$ cat src/core/dpsm_map.svh
// How it works
// - Control bits: 0 switch on, 1 voltage, 2 quick stop low, 3 run, 7 reset, 8 halt.
// - Word xx110 goes to ready; xx111 goes to switched on.
// - Word 1111 enables operation; 0111 from running returns to switched on.
// - Bit 1 clear disables voltage from any powered state.
// - Quick stop: running goes to quick stop active, ready/switched on to disabled.
// - Fault reset acts only on a rising edge of bit 7.
// - Don't-care bits of each command never affect its decoding.
// - Halt stops motion per stop type while staying in operation enabled.
// - Halt removes power and torque only in open-loop configuration.
// - Fast stop from terminal or assigned bit goes to switched on; halt never.
// - Freewheel stop from terminal or assigned bit goes to switch on disabled.
// - Bits 11 to 15 are assignable per function by a small code.
// - Bit 11 selects reverse direction by default.
// - Status bits 0 to 7 report the state flags, supply and warning.
// - Status bits 9,10,11,14,15 report remote, target, limit, stop key, direction.
// - Masked status 0x40, 0x21, 0x23, 0x27 for the four normal states.
// - Quick stop reads 0x07; fault 0x08 or 0x28; fault reaction sets bits 0-3.
// - Don't-care status bits may read either value.
// - Disable operation: code 0 freewheels at once, code 1 ramps first.
// - Quick stop code 2 ends in disabled; code 6 holds until released.
`ifndef DPSM_MAP_SVH
`define DPSM_MAP_SVH
`define DPSM_CTRL_OFS 12'h000
`define DPSM_STAT_OFS 12'h004
`define DPSM_CFG_OFS 12'h008
`define DPSM_CTRL_RST 16'h0000
`define DPSM_CTRL_WMASK 16'hF98F
`define DPSM_CFG_RST 32'h0001_0020
`define DPSM_STAT_MASK 16'h006F
`define DPSM_ST_SOD 16'h0040
`define DPSM_ST_RDY 16'h0021
`define DPSM_ST_SWON 16'h0023
`define DPSM_ST_OPEN 16'h0027
`define DPSM_ST_QSA 16'h0007
`define DPSM_ST_FLT 16'h0008
`define DPSM_ST_FLTQ 16'h0028
`define DPSM_ST_FRA 16'h000F
`define DPSM_BIT_FRST 7
`define DPSM_BIT_HALT 8
`define DPSM_ASSIGN_BASE 10
`endif

$ cat src/core/dpsm_pkg.sv
package dpsm_pkg;
  typedef enum logic [2:0] {
    ST_NOT_READY, ST_SOD, ST_READY, ST_SWON, ST_OPEN, ST_QSA, ST_FRA, ST_FAULT
  } dpsm_state_t;
  typedef enum logic [1:0] {STOP_FAST, STOP_RAMP, STOP_FREE, STOP_DC} dpsm_stop_t;
  // Configuration register layout, high bits first
  typedef struct packed {
    logic [12:0] rsvd;
    logic [2:0] reverse_direction_assign;
    logic rsvd2;
    logic [2:0] free_assign;
    logic rsvd1;
    logic [2:0] fast_assign;
    logic rsvd0;
    logic [2:0] quick_stop_option_code;
    logic disable_op_option_code;
    logic closed_loop;
    dpsm_stop_t stop_type;
  } dpsm_cfg_t;
  // Pin inputs from the drive power stage and terminals
  typedef struct packed {
    logic fault;
    logic fault_done;
    logic stop_done;
    logic line_ok;
    logic warning;
    logic remote;
    logic target;
    logic limit;
    logic stop_key;
    logic term_fast;
    logic term_free;
  } dpsm_pins_t;
  // Commands to the motor control
  typedef struct packed {
    logic contactor;
    logic power_en;
    logic torque_en;
    logic ramp_stop;
    logic fast_ramp;
    logic freewheel;
    logic dc_inject;
    logic reverse;
  } dpsm_drive_t;
endpackage : dpsm_pkg

$ cat src/core/dpsm_top.sv
`timescale 1ns/100ps
`default_nettype none
`include "dpsm_map.svh"
module dpsm_top (
  input wire logic clk_sys,
  input wire logic arst_n,
  input wire logic psel,
  input wire logic penable,
  input wire logic pwrite,
  input wire logic [11:0] paddr,
  input wire logic [31:0] pwdata,
  output logic [31:0] prdata,
  output logic pready,
  output logic pslverr,
  input wire dpsm_pkg::dpsm_pins_t pins_i,
  output dpsm_pkg::dpsm_drive_t drive_o,
  output dpsm_pkg::dpsm_state_t state_o
);
  // ----------------------------------------
  // Registers and input synchronisers
  // ----------------------------------------
  logic [15:0] ctrl_r;
  dpsm_pkg::dpsm_cfg_t cfg_r;
  dpsm_pkg::dpsm_pins_t sync1_r;
  dpsm_pkg::dpsm_pins_t pin_r;
  dpsm_pkg::dpsm_state_t state_r;
  dpsm_pkg::dpsm_state_t state_nxt;
  logic frst_prev_r;
  logic dis_ramp_r;
  logic flt_after_qs_r;
  logic [31:0] prdata_r;
  logic pready_r;
  logic pslverr_r;
  dpsm_pkg::dpsm_drive_t drive_r;
  logic [15:0] stat;

  // Picks an assignable bit 11..15 by code 1..5; other codes mean unused
  function automatic logic sel_bit(input logic [15:0] cw, input logic [2:0] code);
    logic r;
    r = 1'b0;
    if (code >= 3'd1 && code <= 3'd5) begin
      r = cw[`DPSM_ASSIGN_BASE + 32'(code)];
    end
    return r;
  endfunction : sel_bit

  // Pins cross into this clock through two flops
  always_ff @(posedge clk_sys or negedge arst_n) begin
    if (!arst_n) begin
      sync1_r <= '0;
      pin_r <= '0;
    end else begin
      sync1_r <= pins_i;
      pin_r <= sync1_r;
    end
  end

  // ----------------------------------------
  // APB slave
  // ----------------------------------------
  logic apb_acc;
  logic apb_done;
  logic addr_ok;
  assign apb_acc = psel & penable;
  assign apb_done = apb_acc & pready_r;
  assign addr_ok = (paddr == `DPSM_CTRL_OFS) | (paddr == `DPSM_STAT_OFS) |
                   (paddr == `DPSM_CFG_OFS);

  // One wait state; the answer is a single-cycle pready pulse
  always_ff @(posedge clk_sys or negedge arst_n) begin
    if (!arst_n) begin
      pready_r <= 1'b0;
      pslverr_r <= 1'b0;
      prdata_r <= 32'h0000_0000;
    end else begin
      pready_r <= apb_acc & ~pready_r;
      pslverr_r <= apb_acc & ~pready_r & ~addr_ok;
      if (apb_acc && !pready_r && !pwrite) begin
        case (paddr)
          `DPSM_CTRL_OFS: prdata_r <= {16'h0000, ctrl_r};
          `DPSM_STAT_OFS: prdata_r <= {16'h0000, stat};
          `DPSM_CFG_OFS: prdata_r <= cfg_r;
          default: prdata_r <= 32'h0000_0000;
        endcase
      end
    end
  end

  // Writes land on the edge that completes the transfer
  always_ff @(posedge clk_sys or negedge arst_n) begin
    if (!arst_n) begin
      ctrl_r <= `DPSM_CTRL_RST;
      cfg_r <= `DPSM_CFG_RST;
    end else if (apb_done && pwrite) begin
      if (paddr == `DPSM_CTRL_OFS) begin
        ctrl_r <= pwdata[15:0] & `DPSM_CTRL_WMASK;
      end
      if (paddr == `DPSM_CFG_OFS) begin
        cfg_r <= pwdata;
      end
    end
  end

  // ----------------------------------------
  // Command decode
  // ----------------------------------------
  // Each decode looks only at the bits its command cares about
  logic c_shutdown;
  logic c_switch_on;
  logic c_enable;
  logic c_disable_op;
  logic c_dis_volt;
  logic c_quick;
  logic c_frst;
  logic halt_req;
  logic fast_req;
  logic free_req;
  assign c_shutdown = ctrl_r[2:0] == 3'b110;
  assign c_switch_on = ctrl_r[2:0] == 3'b111;
  assign c_enable = ctrl_r[3:0] == 4'hF;
  assign c_disable_op = ctrl_r[3:0] == 4'h7;
  assign c_dis_volt = ~ctrl_r[1];
  assign c_quick = ctrl_r[2:1] == 2'b01;
  assign c_frst = ctrl_r[`DPSM_BIT_FRST] & ~frst_prev_r;
  assign halt_req = ctrl_r[`DPSM_BIT_HALT];
  assign fast_req = pin_r.term_fast | sel_bit(ctrl_r, cfg_r.fast_assign);
  assign free_req = pin_r.term_free | sel_bit(ctrl_r, cfg_r.free_assign);

  // Previous fault reset bit for edge detection
  always_ff @(posedge clk_sys or negedge arst_n) begin
    if (!arst_n) begin
      frst_prev_r <= 1'b0;
    end else begin
      frst_prev_r <= ctrl_r[`DPSM_BIT_FRST];
    end
  end

  // ----------------------------------------
  // State machine
  // ----------------------------------------
  // Fault wins over commands; unmatched words hold the state
  always_comb begin
    state_nxt = state_r;
    case (state_r)
      dpsm_pkg::ST_NOT_READY: state_nxt = dpsm_pkg::ST_SOD;
      dpsm_pkg::ST_SOD: begin
        if (c_shutdown && !free_req) state_nxt = dpsm_pkg::ST_READY;
      end
      dpsm_pkg::ST_READY: begin
        if (c_dis_volt || c_quick || free_req) begin
          state_nxt = dpsm_pkg::ST_SOD;
        end else if (c_switch_on) begin
          state_nxt = dpsm_pkg::ST_SWON;
        end
      end
      dpsm_pkg::ST_SWON: begin
        if (c_dis_volt || c_quick || free_req) begin
          state_nxt = dpsm_pkg::ST_SOD;
        end else if (c_shutdown) begin
          state_nxt = dpsm_pkg::ST_READY;
        end else if (c_enable && !fast_req) begin
          state_nxt = dpsm_pkg::ST_OPEN;
        end
      end
      dpsm_pkg::ST_OPEN: begin
        if (c_dis_volt || free_req) begin
          state_nxt = dpsm_pkg::ST_SOD;
        end else if (c_quick) begin
          state_nxt = dpsm_pkg::ST_QSA;
        end else if (c_shutdown) begin
          state_nxt = dpsm_pkg::ST_READY;
        end else if (fast_req) begin
          state_nxt = dpsm_pkg::ST_SWON;
        end else if (c_disable_op) begin
          // Ramp option waits for the motor to stop first
          if (!cfg_r.disable_op_option_code || pin_r.stop_done) begin
            state_nxt = dpsm_pkg::ST_SWON;
          end
        end
      end
      dpsm_pkg::ST_QSA: begin
        if (c_dis_volt || free_req || pin_r.stop_key) begin
          state_nxt = dpsm_pkg::ST_SOD;
        end else if (cfg_r.quick_stop_option_code != 3'd6 && pin_r.stop_done) begin
          state_nxt = dpsm_pkg::ST_SOD;
        end
      end
      dpsm_pkg::ST_FRA: begin
        if (pin_r.fault_done) state_nxt = dpsm_pkg::ST_FAULT;
      end
      dpsm_pkg::ST_FAULT: begin
        if (c_frst) state_nxt = dpsm_pkg::ST_SOD;
      end
      default: state_nxt = dpsm_pkg::ST_NOT_READY;
    endcase
    if (pin_r.fault && state_r != dpsm_pkg::ST_FRA && state_r != dpsm_pkg::ST_FAULT &&
        state_r != dpsm_pkg::ST_NOT_READY) begin
      state_nxt = dpsm_pkg::ST_FRA;
    end
  end

  always_ff @(posedge clk_sys or negedge arst_n) begin
    if (!arst_n) begin
      state_r <= dpsm_pkg::ST_NOT_READY;
    end else begin
      state_r <= state_nxt;
    end
  end

  // Remembers that the fault began in quick stop, for the status word
  always_ff @(posedge clk_sys or negedge arst_n) begin
    if (!arst_n) begin
      flt_after_qs_r <= 1'b0;
    end else if (state_nxt == dpsm_pkg::ST_FRA && state_r != dpsm_pkg::ST_FRA) begin
      flt_after_qs_r <= state_r == dpsm_pkg::ST_QSA;
    end
  end

  // Disable-operation ramp in progress
  always_ff @(posedge clk_sys or negedge arst_n) begin
    if (!arst_n) begin
      dis_ramp_r <= 1'b0;
    end else begin
      dis_ramp_r <= state_nxt == dpsm_pkg::ST_OPEN && c_disable_op &&
                    cfg_r.disable_op_option_code;
    end
  end

  // ----------------------------------------
  // Status word
  // ----------------------------------------
  // Low byte from the state, bits 4 and 7 from the pins; don't-care bits settle to fixed values
  always_comb begin
    stat = 16'h0000;
    case (state_r)
      dpsm_pkg::ST_SOD: stat = `DPSM_ST_SOD;
      dpsm_pkg::ST_READY: stat = `DPSM_ST_RDY;
      dpsm_pkg::ST_SWON: stat = `DPSM_ST_SWON;
      dpsm_pkg::ST_OPEN: stat = `DPSM_ST_OPEN;
      dpsm_pkg::ST_QSA: stat = `DPSM_ST_QSA;
      dpsm_pkg::ST_FRA: stat = `DPSM_ST_FRA;
      dpsm_pkg::ST_FAULT: stat = flt_after_qs_r ? `DPSM_ST_FLTQ : `DPSM_ST_FLT;
      default: stat = 16'h0000;
    endcase
    stat[4] = pin_r.line_ok;
    stat[7] = pin_r.warning;
    stat[9] = pin_r.remote;
    stat[10] = pin_r.target;
    stat[11] = pin_r.limit;
    stat[14] = pin_r.stop_key;
    stat[15] = drive_r.reverse;
  end

  // ----------------------------------------
  // Drive commands
  // ----------------------------------------
  // Halt stops motion inside operation enabled; the stop type picks how
  logic halting;
  assign halting = state_r == dpsm_pkg::ST_OPEN && halt_req;
  always_ff @(posedge clk_sys or negedge arst_n) begin
    if (!arst_n) begin
      drive_r <= '0;
    end else begin
      drive_r.contactor <= state_nxt == dpsm_pkg::ST_SWON ||
                           state_nxt == dpsm_pkg::ST_OPEN || state_nxt == dpsm_pkg::ST_QSA;
      drive_r.power_en <= (state_nxt == dpsm_pkg::ST_OPEN &&
                           !(halting && !cfg_r.closed_loop)) ||
                          state_nxt == dpsm_pkg::ST_QSA;
      drive_r.torque_en <= (state_nxt == dpsm_pkg::ST_OPEN &&
                            !(halting && !cfg_r.closed_loop)) ||
                           state_nxt == dpsm_pkg::ST_QSA;
      drive_r.fast_ramp <= state_nxt == dpsm_pkg::ST_QSA ||
                           (halting && cfg_r.stop_type == dpsm_pkg::STOP_FAST);
      drive_r.ramp_stop <= dis_ramp_r ||
                           (halting && cfg_r.stop_type == dpsm_pkg::STOP_RAMP);
      drive_r.freewheel <= halting && cfg_r.stop_type == dpsm_pkg::STOP_FREE;
      drive_r.dc_inject <= halting && cfg_r.stop_type == dpsm_pkg::STOP_DC;
      drive_r.reverse <= sel_bit(ctrl_r, cfg_r.reverse_direction_assign);
    end
  end

  assign prdata = prdata_r;
  assign pready = pready_r;
  assign pslverr = pslverr_r;
  assign drive_o = drive_r;
  assign state_o = state_r;

  // ----------------------------------------
  // Checks
  // ----------------------------------------
  a_init_to_sod: assert property (@(posedge clk_sys) disable iff (!arst_n)
    state_r == dpsm_pkg::ST_NOT_READY |=> state_r == dpsm_pkg::ST_SOD)
    else $error("not ready did not pass to switch on disabled");
  a_status_mask: assert property (@(posedge clk_sys) disable iff (!arst_n)
    state_r == dpsm_pkg::ST_OPEN |-> (stat & `DPSM_STAT_MASK) == `DPSM_ST_OPEN)
    else $error("status does not show operation enabled");
  a_frst_edge: assert property (@(posedge clk_sys) disable iff (!arst_n)
    state_r == dpsm_pkg::ST_FAULT && !pin_r.fault && $rose(ctrl_r[7])
    |=> state_r == dpsm_pkg::ST_SOD)
    else $error("fault reset edge not taken");
  a_frst_level: assert property (@(posedge clk_sys) disable iff (!arst_n)
    state_r == dpsm_pkg::ST_FAULT && $stable(ctrl_r[7]) |=> state_r == dpsm_pkg::ST_FAULT)
    else $error("fault left without reset edge");
  a_dis_volt: assert property (@(posedge clk_sys) disable iff (!arst_n)
    state_r inside {dpsm_pkg::ST_READY, dpsm_pkg::ST_SWON, dpsm_pkg::ST_OPEN} &&
    !ctrl_r[1] && !pin_r.fault |=> state_r == dpsm_pkg::ST_SOD)
    else $error("disable voltage ignored");
  a_quick_open: assert property (@(posedge clk_sys) disable iff (!arst_n)
    state_r == dpsm_pkg::ST_OPEN && ctrl_r[2:1] == 2'b01 && !free_req && !pin_r.fault
    |=> state_r == dpsm_pkg::ST_QSA ##1 drive_r.fast_ramp)
    else $error("quick stop from running not entered");
  a_halt_stays: assert property (@(posedge clk_sys) disable iff (!arst_n)
    state_r == dpsm_pkg::ST_OPEN && ctrl_r[3:0] == 4'hF && !fast_req && !free_req &&
    !pin_r.fault |=> state_r == dpsm_pkg::ST_OPEN)
    else $error("halt or nothing left operation enabled");
  a_halt_open_loop: assert property (@(posedge clk_sys) disable iff (!arst_n)
    halting && !cfg_r.closed_loop && $stable(state_r) |=> !drive_r.power_en)
    else $error("open-loop halt kept power");
  a_apb_answer: assert property (@(posedge clk_sys) disable iff (!arst_n)
    psel && penable && !pready_r |=> pready_r ##1 !pready_r)
    else $error("apb answer not one pulse");
  a_rsvd_zero: assert property (@(posedge clk_sys) disable iff (!arst_n)
    ctrl_r[6:4] == 3'b000 && ctrl_r[10:9] == 2'b00)
    else $error("reserved control bits not zero");
  // Stop requests and the held quick stop
  a_free_sod: assert property (@(posedge clk_sys) disable iff (!arst_n)
    free_req && state_r inside {dpsm_pkg::ST_READY, dpsm_pkg::ST_SWON, dpsm_pkg::ST_OPEN} &&
    !pin_r.fault |=> state_r == dpsm_pkg::ST_SOD)
    else $error("freewheel stop did not disable");
  a_fast_swon: assert property (@(posedge clk_sys) disable iff (!arst_n)
    state_r == dpsm_pkg::ST_OPEN && ctrl_r[2:0] == 3'b111 && fast_req && !free_req &&
    !pin_r.fault |=> state_r == dpsm_pkg::ST_SWON)
    else $error("fast stop did not reach switched on");
  a_qs_hold: assert property (@(posedge clk_sys) disable iff (!arst_n)
    state_r == dpsm_pkg::ST_QSA && cfg_r.quick_stop_option_code == 3'd6 && ctrl_r[1] &&
    !free_req && !pin_r.stop_key && !pin_r.fault |=> state_r == dpsm_pkg::ST_QSA)
    else $error("held quick stop was left");
  a_halt_dc: assert property (@(posedge clk_sys) disable iff (!arst_n)
    halting && cfg_r.stop_type == dpsm_pkg::STOP_DC |=> drive_r.dc_inject)
    else $error("halt with dc stop type did not inject");
endmodule : dpsm_top
`default_nettype wire

$ cat config.mk
export PLATFORM = sky130hd
export DESIGN_NAME = dpsm_top
export DESIGN_NICKNAME = d
export VERILOG_FILES = /design/src/core/dpsm_pkg.sv /design/src/core/dpsm_top.sv
export VERILOG_INCLUDE_DIRS = /design/src /design/src/core
export SDC_FILE = /design/constraint.sdc
export NUM_CORES = 1
export LEC_CHECK = 0
export BUFFER_PORTS_ARGS = -buffer_cell sky130_fd_sc_hd__buf_2
export CAP_MARGIN = 20
export CORE_MARGIN = 5
export CORE_UTILIZATION = 36
export CTS_CLUSTER_DIAMETER = 120
export DETAILED_ROUTE_END_ITERATION = 12
export GPL_ROUTABILITY_DRIVEN = 0
export SYNTH_ARGS = -nofsm -noshare
export SYNTH_HDL_FRONTEND = slang
export SYNTH_SLANG_ARGS = --single-unit
$ cat constraint.sdc
create_clock -name clk_sys -period 7.66 [get_ports clk_sys]
set_clock_uncertainty 0.2 [all_clocks]
set_input_delay 1.532 -clock clk_sys [delete_from_list [all_inputs] [get_ports clk_sys]]
set_output_delay 1.532 -clock clk_sys [all_outputs]
set_load 0.1 [all_outputs]
==> impl_results.md, run 1 <==
* Drt wl/cell at 17.5 µm
* Final #Nets at roughly 600
* FF-to-FF setup slack at 4.63 ns
* Ant diodes at 0
* CTS Hold Bufs at 0
* Initial core utilization at 0.366
* R2r worst-path depth at 8
* Final setup margin at 3.51 ns
* # DRC at 0
* GRT Util Overall at 0.156
* CP delay by family, top: simple AND/OR/NAND/NOR gates
* Syn nets at 510
* Crit path capture: cfg_r[12]$_DFFE_PN0P_
* Critical Path Max Stage Delay at 0.67 ns
* Synth warnings at 0
* Power, Total at 1.33 mW
* Die X at 129 µm
* Maximum fanout along the worst path at 23
* Crit path time final at 4.15 ns
* I/O pin cnt at 105
* Crit path kind: input pin to flip-flop
* Fillers at 1,332
* Max Transition Viols Final at 0
* Die H at 129 µm
* Max_cap viols at 0
* Post-synthesis register bit count at 112
* Post-CTS Resized at 0
* Synthesized cell area at 5090 µm²
* Row count at 43
* Htree depth at 3
* Pwr/cell area at 221 nW/µm²
* Die Area at 16,600 µm²
* Crit path from: paddr[7]
* Critical R2R Capture: dis_ramp_r$_DFF_PN0_
* PortBufs at 104
* Fmax at 241 MHz
* Async SR Flop Fraction at 1.00
* Clock root buffer: clkbuf_16
* Setup Buffers After CTS at 0
* Slew Limit Headroom at 0.424
* DP Worst Slack at 3.12 ns
* Layout cells sized above 1 at 0.342
* Leak at 2.93 nW
* Commonest cells after routing, fill and taps aside: dfrtp_1, buf_2, nand2_1, mux2_2, nor2_1
* Worst R2R Start: cfg_r[13]$_DFFE_PN0P_
* Fin. Hold Viols at 0
* CP max stage cell: or3_1
* CTS tree: done
* Syn avg cell area at 11.5 µm²
* Via Count at 3,695
* Levels on crit path at 8
* HPWL Detailed at 9.15 mm
* Syn Inst Count at ~440
* Placed cells at between 700 and 800
* Initial DRC count at 253
* First-pass GRT wire length at 20.2 mm
* Clock tree buffer depth at 2
* Sequential cell area fraction in the yosys report at 0.552
* Most common cell after layout, fill and taps aside: dfrtp_1
* TritonCTS buffer count at 9
* P&R area growth vs syn at 18.5%
* Buf/Inv on CP at 2
* Setup Viol. Count Final at 0
* Congestion Overflow GR at 0
* Slew of the pin with the lowest slew margin at 0.853 ns
* Worst skew pair latency at around 0.35 ns
* Initial antenna violation count at 0
* Worst-path clk slew at 0.08 ns
* Post-synth EDFFs at 0
* Req. time, crit path at 7.70 ns
* Crit path cell chain: buf_2, nor4_1, nand3_1, nor2_1, nand2_1, or3_1, buf_4, mux2_1
* Status: finished clean
* Drt total wl at 12.6 mm
* Nature of the critical path endpoint: flip-flop
* Netlist cell types at 65
* Fin Setup TNS at 0 ns
* RSZ-0062 raised after global routing: no
* Final Instance Count excl. Fillers at 718
* Startpoint class of the critical path: input pin
* Synth Flop Type: dfrtp_1
* Final period utilization at 0.542
* Vias in the first global route at around 3,700
* Core area at between 10,000 and 15,000 µm²
* Worst Hold Class: flip-flop to flip-flop
* Post-DRT Antenna Nets at 0
* Worst hold margin at 0.154 ns
* Clock sink count at 112
* Worst vdd ir at 0.109 mV
* Arr. time, crit path at 4.20 ns
* DR vias/cell at 5.15
* Drt pass-1 iters at 4
* Largest net degree at the start of global routing at 59
* Hold_sp: sync1_r[10]$_DFF_PN0_
state kept, by name, summed over array words and instances (netlist names):
| register | cells |
|---|---|
| dis_ramp_r | 1 |
| cfg_r | 32 |
| pready | 1 |
| state_o | 3 |
| flt_after_qs_r | 1 |
| pin_r | 11 |
| frst_prev_r | 1 |
| ctrl_r | 11 |
| sync1_r | 11 |
| pslverr | 1 |
| prdata | 32 |
| drive_o | 7 |
synthesized netlist by cell type, drive strengths merged (2+ instances only):
library cell / count / area, µm²
mux2i: 16 / 160
nand2: 60 / 225
clkbuf: 15 / 66.3
o31ai: 10 / 75.1
or3: 6 / 40.0
nand3b: 3 / 22.5
a21oi: 15 / 75.1
mux4: 5 / 113
nor3: 5 / 25.0
o22ai: 4 / 25.0
nand4: 2 / 12.5
a2111o: 2 / 22.5
nor2: 27 / 101
a31oi: 3 / 18.8
inv: 11 / 41.3
nand3: 7 / 40.0
mux2: 44 / 495
dfstp: 2 / 52.6
and4b: 2 / 21.3
nor4: 4 / 25.0
o21ai: 20 / 100
a221oi: 5 / 50.0
o211ai: 2 / 15.0
or2: 2 / 12.5
and2: 3 / 20.0
buf: 12 / 73.8
a22o: 4 / 35.0
ha: 9 / 113
nand2b: 5 / 31.3
and3b: 2 / 18.8
a2111oi: 2 / 17.5
a21o: 2 / 16.3
nor2b: 2 / 12.5
dfrtp: 110 / 2750
worst register-to-register path, stage by stage, from the launching register on:
cell      delay [ns]
dfrtp_1         0.49
inv_1           0.13
ha_1            0.36
or3_1           0.35
o311a_1         0.13
o311ai_0        0.76
o211ai_1        0.22
nand3_2         0.16
nor4_1          0.08
stage by stage:
stage	instance area, µm²	utilization
floorplan	5090	-
global placement	5730	0.413
detailed placement	5730	0.413
CTS	6020	0.434
global route	6020	0.434
finish	6020	0.434
metal layers:
| metal | track usage | part of all wire | vias up |
|---|---|---|---|
| met5 | 0 | 0 | - |
| met4 | 0.0463 | 0.017 | 0 |
| met3 | 0.0394 | 0.062 | 13 |
| met2 | 0.236 | 0.46 | 105 |
| met1 | 0.222 | 0.46 | 1814 |
| li1 | - | - | 1763 |
worst min path at each step:
stage / cells after the start / end
global placement: 0 / pin_r[9]$_DFF_PN0_
CTS: 0 / pin_r[2]$_DFF_PN0_
global route: 0 / pin_r[9]$_DFF_PN0_
detailed placement: 0 / pin_r[6]$_DFF_PN0_
finish: 0 / pin_r[10]$_DFF_PN0_
floorplan: 0 / pin_r[0]$_DFF_PN0_
logic make-up (layout without fill, tap and decap cells):
kind of cell,count (synthesis),count (layout),synth area share
AND/OR/NAND/NOR,137,137,0.133
flip-flops,112,112,0.552
AO/OA/AOI/OAI,80,80,0.107
multiplexers,65,65,0.151
buffers and inverters,38,135,0.0357
adder cells (fa/ha/maj),9,9,0.0221
report_power, final:
group          switching, mW  internal (mW)
combinational          0.167         0.0557
sequential            0.0333          0.611
clock                  0.233          0.231
area by class of cell:
class	count	area, µm²	share of cell area
clock inverter	7	70.1	0.0116
multi-input combinational	291	2100	0.349
timing repair buffer	108	553	0.0918
sequential	112	2810	0.466
inverter	11	41.3	0.00685
tap	180	225	0.0374
clock buffer	9	225	0.0374
Power figures use the tool's default switching activity.
==> run 2, diff against run 1 <==
==> constraint.sdc (replaced) <==
create_clock -name clk_sys -period 3.8 [get_ports clk_sys]
set_clock_uncertainty 0.2 [all_clocks]
set_input_delay 0.76 -clock clk_sys [delete_from_list [all_inputs] [get_ports clk_sys]]
set_output_delay 0.76 -clock clk_sys [all_outputs]
set_load 0.1 [all_outputs]
==> impl_results.md, run 2 (synthesized netlist as in run 1, its figures left out) <==
* PortBufs at 104
* Worst vdd ir at 0.211 mV
* Fmax at 337 MHz
* CTS Hold Bufs at 0
* Die X at roughly 130 µm
* Commonest cells after routing, fill and taps aside: dfrtp_1, buf_2, nand2_1, mux2_2, nor2_1
* Nature of the critical path endpoint: flip-flop
* Routed met2 length at 6.03 mm
* FF-to-FF setup slack at 0.83 ns
* Initial DRC count at 306
* Routed length on met3 at 695 µm
* Hold Path Stages at 0
* Status: finished clean
* Sw Share at 0.312
* Req. time, crit path at 3.88 ns
* Congestion Overflow GR at 0
* Worst-path clk slew at 0.07 ns
* DR vias/cell at 5.13
* RSZ-0062 raised after global routing: no
* Initial core utilization at 0.366
* Post-DRT Antenna Nets at 0
* Pwr/cell area at 439 nW/µm²
* Drt total wl at around 13 mm
* Setup Buffers After CTS at 0
* Worst skew pair latency at 0.34 ns
* Slew Limit Headroom at 0.430
* Crit path kind: flip-flop to flip-flop
* Clock power frac at 0.346
* Layout cells sized above 1 at 0.346
* Clock tree buffer depth at 2
* Die Area at 16,600 µm²
* Logic pwr share at 0.167
* Vias in the first global route at 3,742
* Max_cap viols at 0
* P&R area growth vs syn at 19.1%
* Critical R2R Capture: drive_o[7]$_DFF_PN0_
* TritonCTS buffer count at 9
* I/O pin cnt at approximately 110
* Hold_sp: sync1_r[10]$_DFF_PN0_
* R2r worst-path depth at 9
* Fin Setup TNS at 0 ns
* Maximum fanout along the worst path at 7
* WHS Endpoint: pin_r[10]$_DFF_PN0_
* Leak at 2.94 nW
* Final period utilization at 0.781
* Largest net degree at the start of global routing at 58
* Placed cell areas at 5760 µm²
* Clock sink count at 112
* Die H at 129 µm
* Switching pwr at 831 µW
* DRT met1 WL at 5.70 mm
* # DRC at 0
* Core area at 13,900 µm²
* CP max stage cell: dfrtp_1
* Fin. Hold Viols at 0
* Startpoint class of the critical path: flip-flop
* Setup Viol. Count Final at 0
* Slew of the pin with the lowest slew margin at 0.856 ns
* Arr. time, crit path at between 3 and 4 ns
* Most common cell after layout, fill and taps aside: dfrtp_1
* Drt wl/cell at 17.4 µm
* Final #Nets at 605
* Crit path cell chain: inv_1, ha_1, inv_1, mux4_2, a221oi_2, nor3_1, and3b_2, a2111oi_0, a31o_1
* Worst R2R Start: cfg_r[9]$_DFFE_PN0P_
* Post-route cell area at a little over 6000 µm²
* CTS tree: done
* Ant diodes at 0
* Clock root buffer: clkbuf_16
* Htree depth at 3
* Drt pass-1 iters at 4
* Sequential share of power at 0.488
* Max Transition Viols Final at 0
* Crit path time final at between 2 and 3 ns
* Post-CTS Resized at 0
* Row count at 43
* Critical Path Max Stage Delay at 0.49 ns
* Via Count at 3,700
* HPWL Detailed at around 9.2 mm
* Worst Hold Class: flip-flop to flip-flop
* First-pass GRT wire length at between 20 and 25 mm
* Top cell by count, worst path: inv_1
* Max layer used: met4
* Initial antenna violation count at 0
* Int Pwr at 1.83 mW
* GRT Util Overall at 0.155
## run 2: changes by cell type in the layout (fill, tap and decap cells not counted), sizes merged
cell and change:
clkinvlp +2, inv -4, clkbuf +2, buf +3
## run 2: worst max path at each step
stage	start	endpoint	slack, ns	depth (start not counted)
2_1_floorplan	paddr[7]	ctrl_r[11]$_DFFE_PN0P_	0.95	6
3_3_place_gp	paddr[7]	ctrl_r[11]$_DFFE_PN0P_	0.76	6
3_5_place_dp	paddr[1]	ctrl_r[11]$_DFFE_PN0P_	0.74	6
4_1_cts	cfg_r[13]$_DFFE_PN0P_	drive_o[7]$_DFF_PN0_	0.85	8
5_1_grt	cfg_r[9]$_DFFE_PN0P_	drive_o[7]$_DFF_PN0_	0.67	9
6_report	cfg_r[9]$_DFFE_PN0P_	drive_o[7]$_DFF_PN0_	0.83	9
## run 2: layer usage
layer	GRT usage	vias to the layer above
met5	0	-
met3	0.0336	6
li1	-	1761
met2	0.246	93
met1	0.213	1840
met4	0.0469	0
## run 2: layout make-up
cell class,instances,area (µm²)
Clock buffer,11,253
Clock inverter,5,40.0
Fill cell,1331,7820
Inverter,11,41.3
Multi-Input combinational cell,291,2100
Sequential cell,112,2810
Tap cell,180,225
Timing Repair Buffer,111,588
## run 2: power by group through the flow
stage	clock network [mW]	logic (mW)	registers, mW
3_3_place_gp	0	0.444	1.32
4_1_cts	0.940	0.447	1.30
3_5_place_dp	0	0.446	1.32
6_report	0.920	0.444	1.30
5_1_grt	0.991	0.481	1.31
2_1_floorplan	0	0.189	1.45
## run 2: worst max-delay path, delay by kind of cell, from the launching register on
| family | cells | cell delay (ns) |
|---|---|---|
| adder cells (fa/ha/maj) | 1 | 0.33 |
| multiplexers | 1 | 0.30 |
| AND/OR/NAND/NOR | 2 | 0.34 |
| AO/OA/AOI/OAI | 3 | 1.01 |
| flip-flops | 1 | 0.49 |
| buffers and inverters | 2 | 0.24 |
## run 2: metrics by stage
stage / setup slack, ns / std cells / hold WS, ns / util / total power [mW]
2_1_floorplan: 0.945 / 441 / 0.131 / - / 1.64
6_report: 0.833 / 721 / 0.150 / 0.436 / 2.66
5_1_grt: 0.667 / 721 / 0.158 / 0.436 / 2.78
3_3_place_gp: 0.758 / 705 / 0.133 / 0.415 / 1.76
4_1_cts: 0.849 / 721 / 0.151 / 0.436 / 2.69
3_5_place_dp: 0.744 / 705 / 0.135 / 0.415 / 1.77
